`src/rtl/fax_sig_pkg.sv`:
```
// Purpose: Shared constants and types for the fax session signalling block.
// Assumes: 32-bit AHB-Lite register bus, one 25 MHz clock.
// Notes: Control codes hold 0 in the leading X bit; matching masks that bit off.
package fax_sig_pkg;

  // Register byte addresses.
  localparam logic [7:0] ADDR_CTRL = 8'h00;
  localparam logic [7:0] ADDR_STATUS = 8'h04;
  localparam logic [7:0] ADDR_IMG = 8'h08;
  localparam logic [7:0] ADDR_CODE = 8'h0c;

  // Control register bit positions.
  localparam int CTRL_START = 0;
  localparam int CTRL_MORE = 1;
  localparam int CTRL_OPCALL = 2;
  localparam int CTRL_DISC = 3;
  localparam int CTRL_PAGE_END = 4;
  localparam int CTRL_RATE_LSB = 5;
  localparam int CTRL_RATE_MSB = 6;
  localparam int CTRL_LOCAL_INCH = 7;
  localparam int CTRL_PAGE_OK = 8;

  // Session control codes, leading X bit held at zero.
  localparam logic [7:0] CODE_CFR = 8'h21;
  localparam logic [7:0] CODE_FTT = 8'h22;
  localparam logic [7:0] CODE_MCF = 8'h31;
  localparam logic [7:0] CODE_PIP = 8'h35;
  localparam logic [7:0] CODE_DCN = 8'h5f;
  localparam logic [7:0] CODE_MPS = 8'h72;
  localparam logic [7:0] CODE_EOP = 8'h74;
  localparam logic [7:0] CODE_PRI_EOP = 8'h7c;
  localparam logic [7:0] CODE_MASK = 8'h7f;

  // Line words: 12 data bits plus a 4-bit count of valid bits.
  localparam logic [11:0] RTC_PATTERN = 12'h249;
  localparam logic [3:0] RTC_LEN = 4'hc;
  localparam logic [3:0] BYTE_LEN = 4'h8;
  localparam logic [7:0] TRAIN_WORD = 8'ha5;
  localparam logic [10:0] TRAIN_BYTES = 11'h010;
  localparam int TCF_TIME_MS = 1500;
  localparam int RATE_STEP_BPS = 2400;
  localparam logic [1:0] RATE_MIN = 2'h0;

  // Fifo shape.
  localparam int FIFO_WIDTH = 16;
  localparam int FIFO_DEPTH = 4;

  // One-hot session states.
  typedef enum logic [9:0] {
    ST_IDLE = 10'h001,
    ST_TRAIN = 10'h002,
    ST_TCF = 10'h004,
    ST_WAIT_ANS = 10'h008,
    ST_IMAGE = 10'h010,
    ST_RTC = 10'h020,
    ST_POST = 10'h040,
    ST_WAIT_MCF = 10'h080,
    ST_DCN = 10'h100,
    ST_RELEASE = 10'h200
  } sess_e;

  // Bytes of all-zero check sequence for a rate index (0 = 2400 bps).
  function automatic logic [10:0] tcf_bytes(input logic [1:0] rate);
    int bps;
    bps = RATE_STEP_BPS * (int'(rate) + 1);
    return 11'((bps * TCF_TIME_MS) / 8000);
  endfunction : tcf_bytes

  // Code match that ignores the leading X bit.
  function automatic logic code_is(input logic [7:0] code, input logic [7:0] ref_code);
    return (code & CODE_MASK) == (ref_code & CODE_MASK);
  endfunction : code_is

endpackage : fax_sig_pkg

```
`src/rtl/sess_fifo.sv`:
```
// Purpose: Small word fifo between the session framer and the modem port.
// Assumes: One clock; push and pop may happen in the same cycle.
// Notes: Output data come straight from the storage flops.
`timescale 1ns/10ps
module sess_fifo #(
  parameter int WIDTH = 16,
  parameter int DEPTH = 4
) (
  input wire logic hclk,
  input wire logic hresetn,
  input wire logic in_valid,
  input wire logic [WIDTH-1:0] in_data,
  output logic in_ready,
  output logic out_valid,
  input wire logic out_ready,
  output logic [WIDTH-1:0] out_data
);
  localparam int PW = (DEPTH > 1) ? $clog2(DEPTH) : 1;
  localparam int CW = $clog2(DEPTH + 1);

  typedef struct packed {
    logic [DEPTH-1:0][WIDTH-1:0] mem;
    logic [PW-1:0] wr;
    logic [PW-1:0] rd;
    logic [CW-1:0] count;
  } fifo_s;

  fifo_s q;
  fifo_s next_q;
  logic push;
  logic pop;

  // Ready and valid come from the occupancy count only, never from the other side.
  assign in_ready = q.count != CW'(DEPTH);
  assign out_valid = q.count != '0;
  assign out_data = q.mem[q.rd];
  assign push = in_valid & in_ready;
  assign pop = out_valid & out_ready;

  // Pointer and count update.
  always_comb begin
    next_q = q;
    if (push) begin
      next_q.mem[q.wr] = in_data;
      next_q.wr = (q.wr == PW'(DEPTH - 1)) ? '0 : PW'(q.wr + 1'b1);
    end
    if (pop) begin
      next_q.rd = (q.rd == PW'(DEPTH - 1)) ? '0 : PW'(q.rd + 1'b1);
    end
    if (push & ~pop) begin
      next_q.count = CW'(q.count + 1'b1);
    end else if (pop & ~push) begin
      next_q.count = CW'(q.count - 1'b1);
    end
  end

  // State register.
  always_ff @(posedge hclk or negedge hresetn) begin
    if (!hresetn) begin
      q <= '0;
    end else begin
      q <= next_q;
    end
  end
endmodule : sess_fifo

```
`src/rtl/fax_session_signal_control.sv`:
```
// Purpose: Session signalling for a group 3 fax terminal behind an AHB-Lite slave.
// Assumes: Modem-side framing and tcf checking run on hclk; all such inputs are synchronous.
// Notes: Line words leave through a 4-word fifo; the modem's ready stalls the framer.
// Contract
// - Bit 44 offers inch preference; in command frame selects 0 metric, 1 inch.
// - Bit 45 offers metric preference; command frame receiver ignores it.
// - Bit 46 offers half scan time at high resolution; ignored in command frame.
// - Sender transmits fixed training pattern at chosen rate, 2400 to 9600 bps.
// - After training, send all-zero check sequence for 1.5 seconds at same rate.
// - Check sequence received correctly: answer confirmation code X0100001.
// - Check sequence received badly: answer failure-to-train code X0100010.
// - On failure-to-train, sender lowers rate one step and trains again.
// - A second training precedes image data, done like the first one.
// - End of each sheet emits 12-bit marker, 001 four times, at image rate.
// - After the last page the sender transmits end-of-procedure code X1110100.
// - After a page is received well, receiver answers confirmation X0110001.
// - With more pages left, sender sends multi-page code X1110010 instead.
// - After multi-page code and confirmation, sender starts next sheet's image data.
// - On operator call, sender sends interrupt end code X1111100 after the marker.
// - On receiving operator call, receiver answers interrupt positive X0110101.
`timescale 1ns/10ps
module fax_session_signal_control (
  input wire logic hclk,
  input wire logic hresetn,
  input wire logic hsel,
  input wire logic [31:0] haddr,
  input wire logic [1:0] htrans,
  input wire logic hwrite,
  input wire logic [2:0] hsize,
  input wire logic [31:0] hwdata,
  input wire logic hready,
  output logic hreadyout,
  output logic hresp,
  output logic [31:0] hrdata,
  input wire logic rx_code_valid,
  input wire logic [7:0] rx_code,
  input wire logic tcf_check_valid,
  input wire logic tcf_check_ok,
  input wire logic frame_valid,
  input wire logic frame_is_cmd,
  input wire logic [2:0] frame_bits,
  output logic tx_valid,
  input wire logic tx_ready,
  output logic [11:0] tx_data,
  output logic [3:0] tx_len,
  output logic [1:0] line_rate,
  output logic cmd_res_inch
);
  import fax_sig_pkg::*;

  typedef struct packed {
    sess_e st;
    logic [1:0] rate;
    logic [10:0] cnt;
    logic second;
    logic sent_mps;
    logic more;
    logic opcall;
    logic page_end;
    logic local_inch;
    logic page_ok;
    logic [1:0] start_rate;
    logic img_v;
    logic [7:0] img;
    logic resp_v;
    logic [7:0] resp;
    logic cmd_inch;
    logic rem_inch;
    logic rem_metric;
    logic rem_half;
    logic sel_inch;
    logic [7:0] last_code;
    logic dp_v;
    logic dp_wr;
    logic [7:0] dp_addr;
    logic [31:0] rdata;
  } sess_s;

  sess_s q;
  sess_s next_q;
  logic img_stall;
  logic wr_ctrl;
  logic wr_img;
  logic push_valid;
  logic [15:0] push_word;
  logic push_ready;
  logic fsm_fire;
  logic fsm_v;
  logic [15:0] fsm_w;
  logic rx_cfr;
  logic rx_ftt;
  logic rx_mcf;
  logic rx_pip;
  logic rx_mps;
  logic rx_eop;
  logic rx_pri;
  logic rx_dcn;
  logic released;
  logic [15:0] fifo_out;

  // An image write waits in its data phase while the previous byte is still held.
  assign img_stall = q.dp_v & q.dp_wr & (q.dp_addr == ADDR_IMG) & q.img_v;
  assign hreadyout = ~img_stall;
  assign hresp = 1'b0;
  assign hrdata = q.rdata;
  assign wr_ctrl = q.dp_v & q.dp_wr & ~img_stall & (q.dp_addr == ADDR_CTRL);
  assign wr_img = q.dp_v & q.dp_wr & ~img_stall & (q.dp_addr == ADDR_IMG);
  assign released = q.st == ST_RELEASE;

  // Received code decode with the X bit masked off.
  assign rx_cfr = rx_code_valid & code_is(rx_code, CODE_CFR);
  assign rx_ftt = rx_code_valid & code_is(rx_code, CODE_FTT);
  assign rx_mcf = rx_code_valid & code_is(rx_code, CODE_MCF);
  assign rx_pip = rx_code_valid & code_is(rx_code, CODE_PIP);
  assign rx_mps = rx_code_valid & code_is(rx_code, CODE_MPS);
  assign rx_eop = rx_code_valid & code_is(rx_code, CODE_EOP);
  assign rx_pri = rx_code_valid & code_is(rx_code, CODE_PRI_EOP);
  assign rx_dcn = rx_code_valid & code_is(rx_code, CODE_DCN);

  // Pending receiver answers go ahead of the sender's stream.
  assign push_valid = q.resp_v | fsm_v;
  assign push_word = q.resp_v ? {BYTE_LEN, 4'h0, q.resp} : fsm_w;
  assign fsm_fire = push_ready & ~q.resp_v; // Fifo ready and no pending answer, so the framer's valid never loops into its decode.
  assign tx_len = fifo_out[15:12];
  assign tx_data = fifo_out[11:0];
  assign line_rate = q.rate;
  assign cmd_res_inch = q.sel_inch;

  // Next-state logic for bus, capability, answers and the sender sequence.
  always_comb begin
    next_q = q;
    fsm_v = 1'b0;
    fsm_w = '0;

    // Address phase capture; read data are sampled here so they come from a flop.
    if (hsel & htrans[1] & hready) begin
      next_q.dp_v = 1'b1;
      next_q.dp_wr = hwrite;
      next_q.dp_addr = haddr[7:0];
      case (haddr[7:0])
        ADDR_CTRL: next_q.rdata = {23'h0, q.page_ok, q.local_inch, q.start_rate, 2'h0, q.opcall, q.more, 1'b0};
        ADDR_STATUS: next_q.rdata = {13'h0, q.img_v, released, q.sel_inch, q.rem_half, q.rem_metric,
                                     q.rem_inch, q.cmd_inch, q.rate, q.st};
        ADDR_CODE: next_q.rdata = {24'h0, q.last_code};
        default: next_q.rdata = '0;
      endcase
    end else if (hreadyout) begin
      next_q.dp_v = 1'b0;
    end

    // Control write: level bits stored, pulse bits acted on below.
    if (wr_ctrl) begin
      next_q.more = hwdata[CTRL_MORE];
      next_q.opcall = hwdata[CTRL_OPCALL];
      next_q.start_rate = hwdata[CTRL_RATE_MSB:CTRL_RATE_LSB];
      next_q.local_inch = hwdata[CTRL_LOCAL_INCH];
      next_q.page_ok = hwdata[CTRL_PAGE_OK];
      if (hwdata[CTRL_PAGE_END]) begin
        next_q.page_end = 1'b1;
      end
    end
    if (wr_img) begin
      next_q.img_v = 1'b1;
      next_q.img = hwdata[7:0];
    end

    // Capability bits: offer frames record all three, command frames only the type.
    if (frame_valid) begin
      if (frame_is_cmd) begin
        next_q.cmd_inch = frame_bits[0];
      end else begin
        next_q.rem_inch = frame_bits[0];
        next_q.rem_metric = frame_bits[1];
        next_q.rem_half = frame_bits[2];
      end
    end
    // Choose inch only when offered and not overruled by a metric preference.
    next_q.sel_inch = next_q.rem_inch & (next_q.local_inch | ~next_q.rem_metric);
    if (rx_code_valid) begin
      next_q.last_code = rx_code;
    end

    // Receiver answers; a new answer overwrites one that leaves this cycle.
    if (q.resp_v & push_ready) begin
      next_q.resp_v = 1'b0;
    end
    if (!released) begin
      if (tcf_check_valid) begin
        next_q.resp_v = 1'b1;
        next_q.resp = tcf_check_ok ? CODE_CFR : CODE_FTT;
      end else if (rx_pri) begin
        next_q.resp_v = 1'b1;
        next_q.resp = CODE_PIP;
      end else if ((rx_mps | rx_eop) & q.page_ok) begin
        next_q.resp_v = 1'b1;
        next_q.resp = CODE_MCF;
      end
    end

    // Sender sequence.
    case (q.st)
      ST_IDLE, ST_RELEASE: begin
        if (wr_ctrl & hwdata[CTRL_START]) begin
          next_q.st = ST_TRAIN;
          next_q.rate = next_q.start_rate;
          next_q.second = 1'b0;
          next_q.cnt = '0;
        end
      end
      ST_TRAIN: begin
        fsm_v = 1'b1;
        fsm_w = {BYTE_LEN, 4'h0, TRAIN_WORD};
        if (fsm_fire) begin
          if (q.cnt == TRAIN_BYTES - 11'h001) begin
            next_q.cnt = '0;
            next_q.st = q.second ? ST_IMAGE : ST_TCF;
          end else begin
            next_q.cnt = q.cnt + 11'h001;
          end
        end
      end
      ST_TCF: begin
        fsm_v = 1'b1;
        fsm_w = {BYTE_LEN, 12'h000};
        if (fsm_fire) begin
          if (q.cnt == tcf_bytes(q.rate) - 11'h001) begin
            next_q.cnt = '0;
            next_q.st = ST_WAIT_ANS;
          end else begin
            next_q.cnt = q.cnt + 11'h001;
          end
        end
      end
      ST_WAIT_ANS: begin
        if (rx_cfr) begin
          next_q.st = ST_TRAIN;
          next_q.second = 1'b1;
        end else if (rx_ftt) begin
          // At the lowest rate there is no step left, so training repeats there.
          next_q.st = ST_TRAIN;
          next_q.second = 1'b0;
          if (q.rate != RATE_MIN) begin
            next_q.rate = q.rate - 2'h1;
          end
        end
      end
      ST_IMAGE: begin
        if (q.img_v) begin
          fsm_v = 1'b1;
          fsm_w = {BYTE_LEN, 4'h0, q.img};
          if (fsm_fire) begin
            next_q.img_v = 1'b0;
          end
        end else if (q.page_end & ~wr_img) begin
          next_q.page_end = wr_ctrl & hwdata[CTRL_PAGE_END]; // A page end written now is kept for the next sheet.
          next_q.st = ST_RTC;
        end
      end
      ST_RTC: begin
        fsm_v = 1'b1;
        fsm_w = {RTC_LEN, RTC_PATTERN};
        if (fsm_fire) begin
          next_q.st = ST_POST;
        end
      end
      ST_POST: begin
        fsm_v = 1'b1;
        if (q.opcall) begin
          fsm_w = {BYTE_LEN, 4'h0, CODE_PRI_EOP};
        end else if (q.more) begin
          fsm_w = {BYTE_LEN, 4'h0, CODE_MPS};
        end else begin
          fsm_w = {BYTE_LEN, 4'h0, CODE_EOP};
        end
        if (fsm_fire) begin
          next_q.sent_mps = q.more & ~q.opcall;
          next_q.st = ST_WAIT_MCF;
        end
      end
      ST_WAIT_MCF: begin
        if (rx_mcf | rx_pip) begin
          next_q.st = q.sent_mps ? ST_IMAGE : ST_DCN;
        end
      end
      ST_DCN: begin
        fsm_v = 1'b1;
        fsm_w = {BYTE_LEN, 4'h0, CODE_DCN};
        if (fsm_fire) begin
          next_q.st = ST_RELEASE;
        end
      end
      default: begin
        next_q.st = ST_IDLE;
      end
    endcase

    // Disconnect: a received one ends everything at once, a requested one is sent first.
    if (rx_dcn & (q.st != ST_IDLE)) begin
      next_q.st = ST_RELEASE;
      next_q.resp_v = 1'b0;
    end else if (wr_ctrl & hwdata[CTRL_DISC] & (q.st != ST_IDLE) & ~released) begin
      next_q.st = ST_DCN;
    end
  end

  // State register.
  always_ff @(posedge hclk or negedge hresetn) begin
    if (!hresetn) begin
      q <= '0;
      q.st <= ST_IDLE;
    end else begin
      q <= next_q;
    end
  end

  // Outgoing line words; the modem's ready back-pressures the framer through it.
  sess_fifo #(
    .WIDTH(FIFO_WIDTH),
    .DEPTH(FIFO_DEPTH)
  ) u_tx_fifo (
    .hclk(hclk),
    .hresetn(hresetn),
    .in_valid(push_valid),
    .in_data(push_word),
    .in_ready(push_ready),
    .out_valid(tx_valid),
    .out_ready(tx_ready),
    .out_data(fifo_out)
  );

  // Checks on the session sequence.
  a_ftt_rate_down: assert property (@(posedge hclk) disable iff (!hresetn)
    (q.st == ST_WAIT_ANS) && rx_ftt && !rx_dcn && !wr_ctrl && (q.rate != RATE_MIN) |=>
      (q.rate == $past(q.rate) - 2'h1) && (q.st == ST_TRAIN) && !q.second)
    else $error("rate not lowered by one step after failure to train");
  a_cfr_second_train: assert property (@(posedge hclk) disable iff (!hresetn)
    (q.st == ST_WAIT_ANS) && rx_cfr && !rx_dcn && !wr_ctrl |=> (q.st == ST_TRAIN) && q.second && (q.cnt == '0))
    else $error("confirmation did not start the second training");
  a_tcf_all_zero: assert property (@(posedge hclk) disable iff (!hresetn)
    (q.st == ST_TCF) && !q.resp_v |-> push_valid && (push_word == {BYTE_LEN, 12'h000}))
    else $error("check sequence word is not all zero");
  a_rtc_marker: assert property (@(posedge hclk) disable iff (!hresetn)
    (q.st == ST_IMAGE) && !q.img_v && q.page_end && !rx_dcn && !wr_ctrl && !wr_img ##1 !q.resp_v |->
      (push_word == {RTC_LEN, RTC_PATTERN}))
    else $error("end of sheet marker missing or wrong");
  a_post_code: assert property (@(posedge hclk) disable iff (!hresetn)
    (q.st == ST_POST) && !q.resp_v |-> push_word[7:0] ==
      (q.opcall ? CODE_PRI_EOP : (q.more ? CODE_MPS : CODE_EOP)))
    else $error("wrong post-message code");
  a_next_sheet: assert property (@(posedge hclk) disable iff (!hresetn)
    (q.st == ST_WAIT_MCF) && rx_mcf && q.sent_mps && !rx_dcn && !wr_ctrl |=> (q.st == ST_IMAGE))
    else $error("next sheet not started after confirmation");
  a_tcf_answer: assert property (@(posedge hclk) disable iff (!hresetn)
    tcf_check_valid && !released && !rx_dcn |=>
      q.resp_v && (q.resp == ($past(tcf_check_ok) ? CODE_CFR : CODE_FTT)))
    else $error("wrong answer to training check");
  a_dcn_release: assert property (@(posedge hclk) disable iff (!hresetn)
    rx_dcn && (q.st != ST_IDLE) |=> released && !q.resp_v ##1 (released || $past(wr_ctrl)))
    else $error("disconnect did not enter release");
  a_cmd_type: assert property (@(posedge hclk) disable iff (!hresetn)
    frame_valid && frame_is_cmd |=> (q.cmd_inch == $past(frame_bits[0])) &&
      (q.rem_metric == $past(q.rem_metric)) && (q.rem_half == $past(q.rem_half)))
    else $error("command frame capability handled wrongly");
  a_pip_answer: assert property (@(posedge hclk) disable iff (!hresetn)
    rx_pri && !tcf_check_valid && !released |=> q.resp_v && (q.resp == CODE_PIP))
    else $error("operator call not answered");
endmodule : fax_session_signal_control

```
`config.mk`:
```
export PLATFORM = sky130hd
export DESIGN_NAME = fax_session_signal_control
export DESIGN_NICKNAME = d
export VERILOG_FILES = /design/src/rtl/fax_sig_pkg.sv /design/src/rtl/sess_fifo.sv /design/src/rtl/fax_session_signal_control.sv
export SDC_FILE = /design/constraint.sdc
export NUM_CORES = 1
export LEC_CHECK = 0
export ABC_AREA = 1
export BUFFER_PORTS_ARGS = -buffer_cell sky130_fd_sc_hd__buf_4
export CORE_ASPECT_RATIO = 2
export CORE_MARGIN = 5
export CORE_UTILIZATION = 55
export DETAILED_ROUTE_END_ITERATION = 10
export GPL_TIMING_DRIVEN = 0
export PLACE_DENSITY_LB_ADDON = 0.25
export SLEW_MARGIN = 20
export SYNTH_ARGS = -nofsm -noshare
export SYNTH_HDL_FRONTEND = slang
export SYNTH_SLANG_ARGS = --single-unit
```
`constraint.sdc`:
```
create_clock -name hclk -period 14 [get_ports hclk]
set_clock_uncertainty 0.15 [all_clocks]
set_input_delay 2.8 -clock hclk [delete_from_list [all_inputs] [get_ports hclk]]
set_output_delay 2.8 -clock hclk [all_outputs]
set_load 0.02 [all_outputs]
```
Yosys cells after proc, flatten, opt, wreduce, memory -nomap -nowiden:

Index checks and enable logic that the tools add are counted.

* add/sub/neg operators: 8
* reductions and logical operators: 19
* equality and inequality tests: 47
* $lt $le $gt $ge: 3
* muxes and demuxes: 66
* div/mod/pow operators: 1
* $mul: 2
* bitwise operators: 45

Operators by type and width (number)
* 2-to-1 mux 10 bit: 13
* case mux 16 bit (6 select lines): 1
* case mux 10 bit (9 select lines): 1
* bitwise mux 64 bit: 1
* 2-to-1 mux 16 bit: 4
* case mux 19 bit (3 select lines): 1
* 2-to-1 mux 9 bit: 6
* 2-to-1 mux 11 bit: 4
* != test 4 bit (second input constant): 11
* case mux 11 bit (3 select lines): 1
* AND 1 bit: 32
* binary-select mux 16 bit (select 2 bit): 1
* demux 16 bit (select 2 bit): 1
* divider 32 x 14 -> 32 bit (second input constant): 1
* equality test 7 x 6 -> 1 bit (second input constant): 4
* equality test 7 bit (second input constant): 4
* 2-to-1 mux 24 bit: 1
* multiplier 10 x 9 -> 19 bit (second input constant): 1
* equality test 8 x 4 -> 1 bit (second input constant): 2
* zero test 8 bit: 2
* 2-to-1 mux 3 bit: 5
* 2-to-1 mux 1 bit: 14
* 2-to-1 mux 12 bit: 1
* != test 2 bit (second input constant): 6
* other kinds (45): 73

* register bits: 176
* output and inout port bits: 54
* bits of input ports: 91

Depth between registers and ports, before layout:

* word-level depth: 13
* mapped depth: 100
* gate-level depth less buffers: 95

Cells and area by module:

From an unflattened synthesis, not the netlist that was laid out.

* cell total of the unflattened synthesis: 2129
* area total of the unflattened synthesis: 13927.1 um2

By module, submodules not included
* fax_session_signal_control: instances 1, seq. area each 2228.4 um2, area an instance 10306.1 um2, cells an instance 1672
* sess_fifo: instances 1, seq. area each 1776.7 um2, area an instance 3621.0 um2, cells an instance 457

Worst setup path before layout:

Ideal clock, no wire load.

* kind: reg-to-reg
* start point: register q, in the netlist line_rate[0]
* end point: register q[100] (netlist name)
* path buffers: 5
* stages on the path, launching flop included: 91
* data required time: 13733 ps
* data arrival time: 9758 ps
* setup slack: 3975 ps
* setup time: 117 ps
* cell sequence: dfrtp_1 -> buf_6 -> inv_8 -> ha_1 -> inv_1 -> ha_1 -> inv_1 -> fa_1 -> nand2_1 -> inv_1 -> ha_1 -> ha_1 -> fa_1 -> nand2_1 -> nand2_1 -> nand2_1 -> nand2_1 -> inv_2 -> [... 55 more ...] -> nand2_4 -> nand2_1 -> inv_1 -> nand3_1 -> nand2_1 -> nor2_2 -> nand2_2 -> nor2_4 -> nand3_1 -> nand2_1 -> nand2_1 -> inv_1 -> nand3_2 -> nand2_2 -> nand2_2 -> buf_6 -> o21bai_2 -> nor2_1

* word-level cells in the longest chain between the ends: 8

Ends and longest elaborated chain
* start: declaration: line fax_session_signal_control.sv:79 `sess_s q;`
* start signal: assignment: line fax_session_signal_control.sv:312 `q <= next_q;`
* adder 2 x 1 -> 3 bit: line fax_sig_pkg.sv:65 `bps = RATE_STEP_BPS * (int'(rate) + 1);`
* multiplier 7 x 3 -> 10 bit: line fax_sig_pkg.sv:65
* multiplier 10 x 9 -> 19 bit: line fax_sig_pkg.sv:66 `return 11'((bps * TCF_TIME_MS) / 8000);`
* divider 32 x 14 -> 32 bit: line fax_sig_pkg.sv:66
* subtractor 11 x 1 -> 11 bit: line fax_session_signal_control.sv:226 `if (q.cnt == tcf_bytes(q.rate) - 11'h001) begin`
* equality test 11 bit: line fax_session_signal_control.sv:226
* != test 4 bit (no source line)
* AND reduction 12 bit (no source line)

No other way between the ends.
A chain may end at the register's enable or synchronous reset.

Worst setup path in the final report:

* start point: register q, in the netlist line_rate[0]
* end point: register q[91] (netlist name)

* word-level cells in the longest chain between the ends: 9

Ends and longest elaborated chain
* adder 2 x 1 -> 3 bit: line fax_sig_pkg.sv:65
* multiplier 7 x 3 -> 10 bit: line fax_sig_pkg.sv:65
* multiplier 10 x 9 -> 19 bit: line fax_sig_pkg.sv:66
* divider 32 x 14 -> 32 bit: line fax_sig_pkg.sv:66
* subtractor 11 x 1 -> 11 bit: line fax_session_signal_control.sv:226
* equality test 11 bit: line fax_session_signal_control.sv:226
* 2-to-1 mux 11 bit: line fax_session_signal_control.sv:226
* 2-to-1 mux 11 bit: line fax_session_signal_control.sv:225 `if (fsm_fire) begin`
* case mux 11 bit (3 select lines): line fax_session_signal_control.sv:201 `case (q.st)`

No other way between the ends. The select of a mux whose other input is x is not followed.

==> metrics <==
net total in the final layout 2206; fill cell count between 2000 and 2500; final worst path period need between 10 and 15 ns; slew at the pin closest to its max-slew limit between 1 and 1.5 ns; synthesized area 12800 sq um; #FFs+latches synth 136; area of the core about 23000 sq um; launching point of the worst reg2reg path line_rate[0]; final-report hold violation count 0; post-detailed-route DRC marker count 0; Slew Viols, Final 0; sum of negative setup slack 0 ns; number of violations reported at the end of detailed-routing iteration 0 759; number of library cell types mapped by synthesis 70; worst setup path start line_rate[0]; count of flip-flops with a built-in enable after synthesis 0; average vias per placed instance between 5 and 6; Critical Path RT roughly 14 ns; sequential share of the synthesized area a little over a quarter; total of warnings raised by yosys 0; peak-usage layer in the global routing report met2; Area contributors post-synth sky130_fd_sc_hd__dfrtp_1, sky130_fd_sc_hd__nand2_1, sky130_fd_sc_hd__inv_1, sky130_fd_sc_hd__nor2_1, sky130_fd_sc_hd__nand3_1; most repeated library cell on the critical path sky130_fd_sc_hd__nand2_1; Cells after Synth around 2000; area of the die roughly 27000 sq um; clock latency reported for the late side of the worst-skew pair around 0.43 ns; critical path startpoint category flop; total overflow reported by the global router 0; post-CTS setup buffers 0; Hold Buf Count CTS 0; worst reg-to-reg path cell count between 80 and 90; Arrival @ worst endpoint about 13 ns; post-synthesis cell type with the largest combined area sky130_fd_sc_hd__dfrtp_1; cell with the largest stage delay on the worst path sky130_fd_sc_hd__dfrtp_1; antenna-violating nets left 0; synthesis-to-layout area growth 12.1%; largest net degree at the start of global routing between 90 and 100; R2R Setup Slk between 1.5 and 2 ns; Boundary Pins ~150; clock-pin slew of the registers on the worst-case setup and hold paths ~0.060 ns; Cells on Worst Hold Path 2; vias in the first global route roughly 13000; detailed-route wire length between 30 and 40 mm; buffer levels on the longest clock path 2; worst r2r dst q[91]; CTS root buf sky130_fd_sc_hd__clkbuf_16; mean instance size in the synthesized netlist approximately 6.5 sq um; Slowest Stage Delay on Critical Path 0.51 ns; fraction of met3 tracks used by global routing under 10%; total number of placement rows between 70 and 80; Cell Count, Final, Fillers Out 2368; utilization of the core after routing slightly above 60%; TritonCTS clock tree done; number of detailed-routing iterations run before antenna repair 8; Total GRT Usage between 20% and 30%; Diodes inserted 0; Die Height approximately 230 microns; met1 GRT Util around a quarter; number of antenna violations at the first check in global routing 0; Critical Path Fanout Max 16; post-DR wirelength/cell around 16 microns; Worst Hold Class reg -> reg; Inserted Clock Buffers 17; CTS resizes 0; number of levels in the clock H-tree 4; crit end category flop; setup repair after global routing missed its margin false; # port buffers 74; layout cells sized above 1 between 10% and 20%; number of clock sinks ~140; highest attainable clock frequency just over 0.08 GHz; Critical Path End q[91]; crit share post-route 88.7%; vias post-DR between 10000 and 15000; Starting Density 55.4%; Setup Crit Path Kind reg -> reg; async set or reset register ratio after synthesis 100%; RePlAce Congestion approximately 0.99; Max transition margin between 30% and 40%; result of the run finished clean; met2 usage in global routing between 50 and 60%; prevailing post-synth register cell sky130_fd_sc_hd__dfrtp_1; max-capacitance violation count 0; Finish-stage setup viols 0; fraction of post-synthesis cell area in the top cell type by area about a quarter; DIE WIDTH 118 microns; instance count after placement with tap cells included between 2000 and 2500; post-place instance area approximately 14000 sq um; cell area after layout roughly 14000 sq um; first-pass GRT wire length ~60 mm; final HPWL from detailed placement 31.3 mm
[cell usage in the layout (no fill, tap or decap), drive strengths merged, types with 4 or more instances in the layout]
cell type and instances:
nand2 616, inv 262, nor2 233, nand3 173, buf 139, dfrtp 135
o21ai 135, nand4 57, a21oi 51, clkbuf 45, ha 39, nor3 33
o22ai 21, conb 20, xor2 19, clkinv 17, nor4 12, xnor2 10
nand3b 9, o211ai 7, or2 5, o21bai 5, fa 4, clkinvlp 4
[cells by family after synthesis]
kind of cell | share of synthesized area [%]
adders and majority gates | 4.43
xor gates and xnor gates | 1.98
other | 0.0293
muxes | 0.264
and+or+nand+nor | 42.0
AOI/OAI and AO/OA | 11.2
DFF | 26.6
buffers and inverters | 13.5
[flip-flops by register name, indices dropped and copies added (netlist names)]
name          count
cmd_res_inch      1
hrdata           19
line_rate         2
q                67
u_tx_fifo.q      47
[final cells by class]
cell class                      count  area (sq um)  area share, %
Sequential cell                   136          3400           23.7
Multi-Input combinational cell   1480          7760           54.0
Clock buffer                       18           429           2.99
Inverter                          270          1030           7.17
Clock inverter                     14           109          0.758
Buffer                             92           694           4.83
Timing Repair Buffer               75           591           4.11
Tap cell                          283           354           2.46
[synthesized netlist by cell type, types with 26 or more instances]
| cell | count |
|---|---|
| sky130_fd_sc_hd__inv_1 | 244 |
| sky130_fd_sc_hd__nor3_1 | 29 |
| sky130_fd_sc_hd__ha_1 | 39 |
| sky130_fd_sc_hd__nand2_1 | 553 |
| sky130_fd_sc_hd__nand2_2 | 53 |
| sky130_fd_sc_hd__o21ai_0 | 118 |
| sky130_fd_sc_hd__nor2_1 | 197 |
| sky130_fd_sc_hd__nand4_1 | 55 |
| sky130_fd_sc_hd__buf_4 | 45 |
| sky130_fd_sc_hd__nand3_1 | 142 |
| sky130_fd_sc_hd__nand3_2 | 26 |
| sky130_fd_sc_hd__a21oi_1 | 45 |
| sky130_fd_sc_hd__dfrtp_1 | 135 |
[worst min path at each step]
stage,startpoint,slack [ns],end
finish,q[60],0.30,q[60]
CTS,q[60],0.31,q[60]
detailed placement,q[60],0.29,q[60]
global placement,q[60],0.28,q[60]
global route,q[60],0.33,q[60]
floorplan,q[60],0.27,q[60]
[through the flow]
| step | hold WS (ns) | setup slack [ns] |
|---|---|---|
| 6_report | 0.303 | 1.59 |
| 5_1_grt | 0.329 | 0.660 |
| 4_1_cts | 0.306 | 1.77 |
| 3_5_place_dp | 0.291 | 1.81 |
| 3_3_place_gp | 0.281 | 2.07 |
| 2_1_floorplan | 0.269 | 3.97 |
[worst max-delay path, delay by kind of cell (launching register included)]
kind,cells,cell delay (ns)
and+or+nand+nor,62,7.24
adders and majority gates,6,1.98
buffers and inverters,14,1.88
DFF,1,0.51
AOI/OAI and AO/OA,4,0.51
[layer usage]
layer	vias to the layer above	part of all wire, %
met3	187	4.1
li1	6484	-
met2	443	55
met1	6086	33
met4	0	7.8
met5	-	0
Power is left out: the tool's default activity adds up to more than one toggle a clock period on the data nets, which glitch-free logic cannot reach.
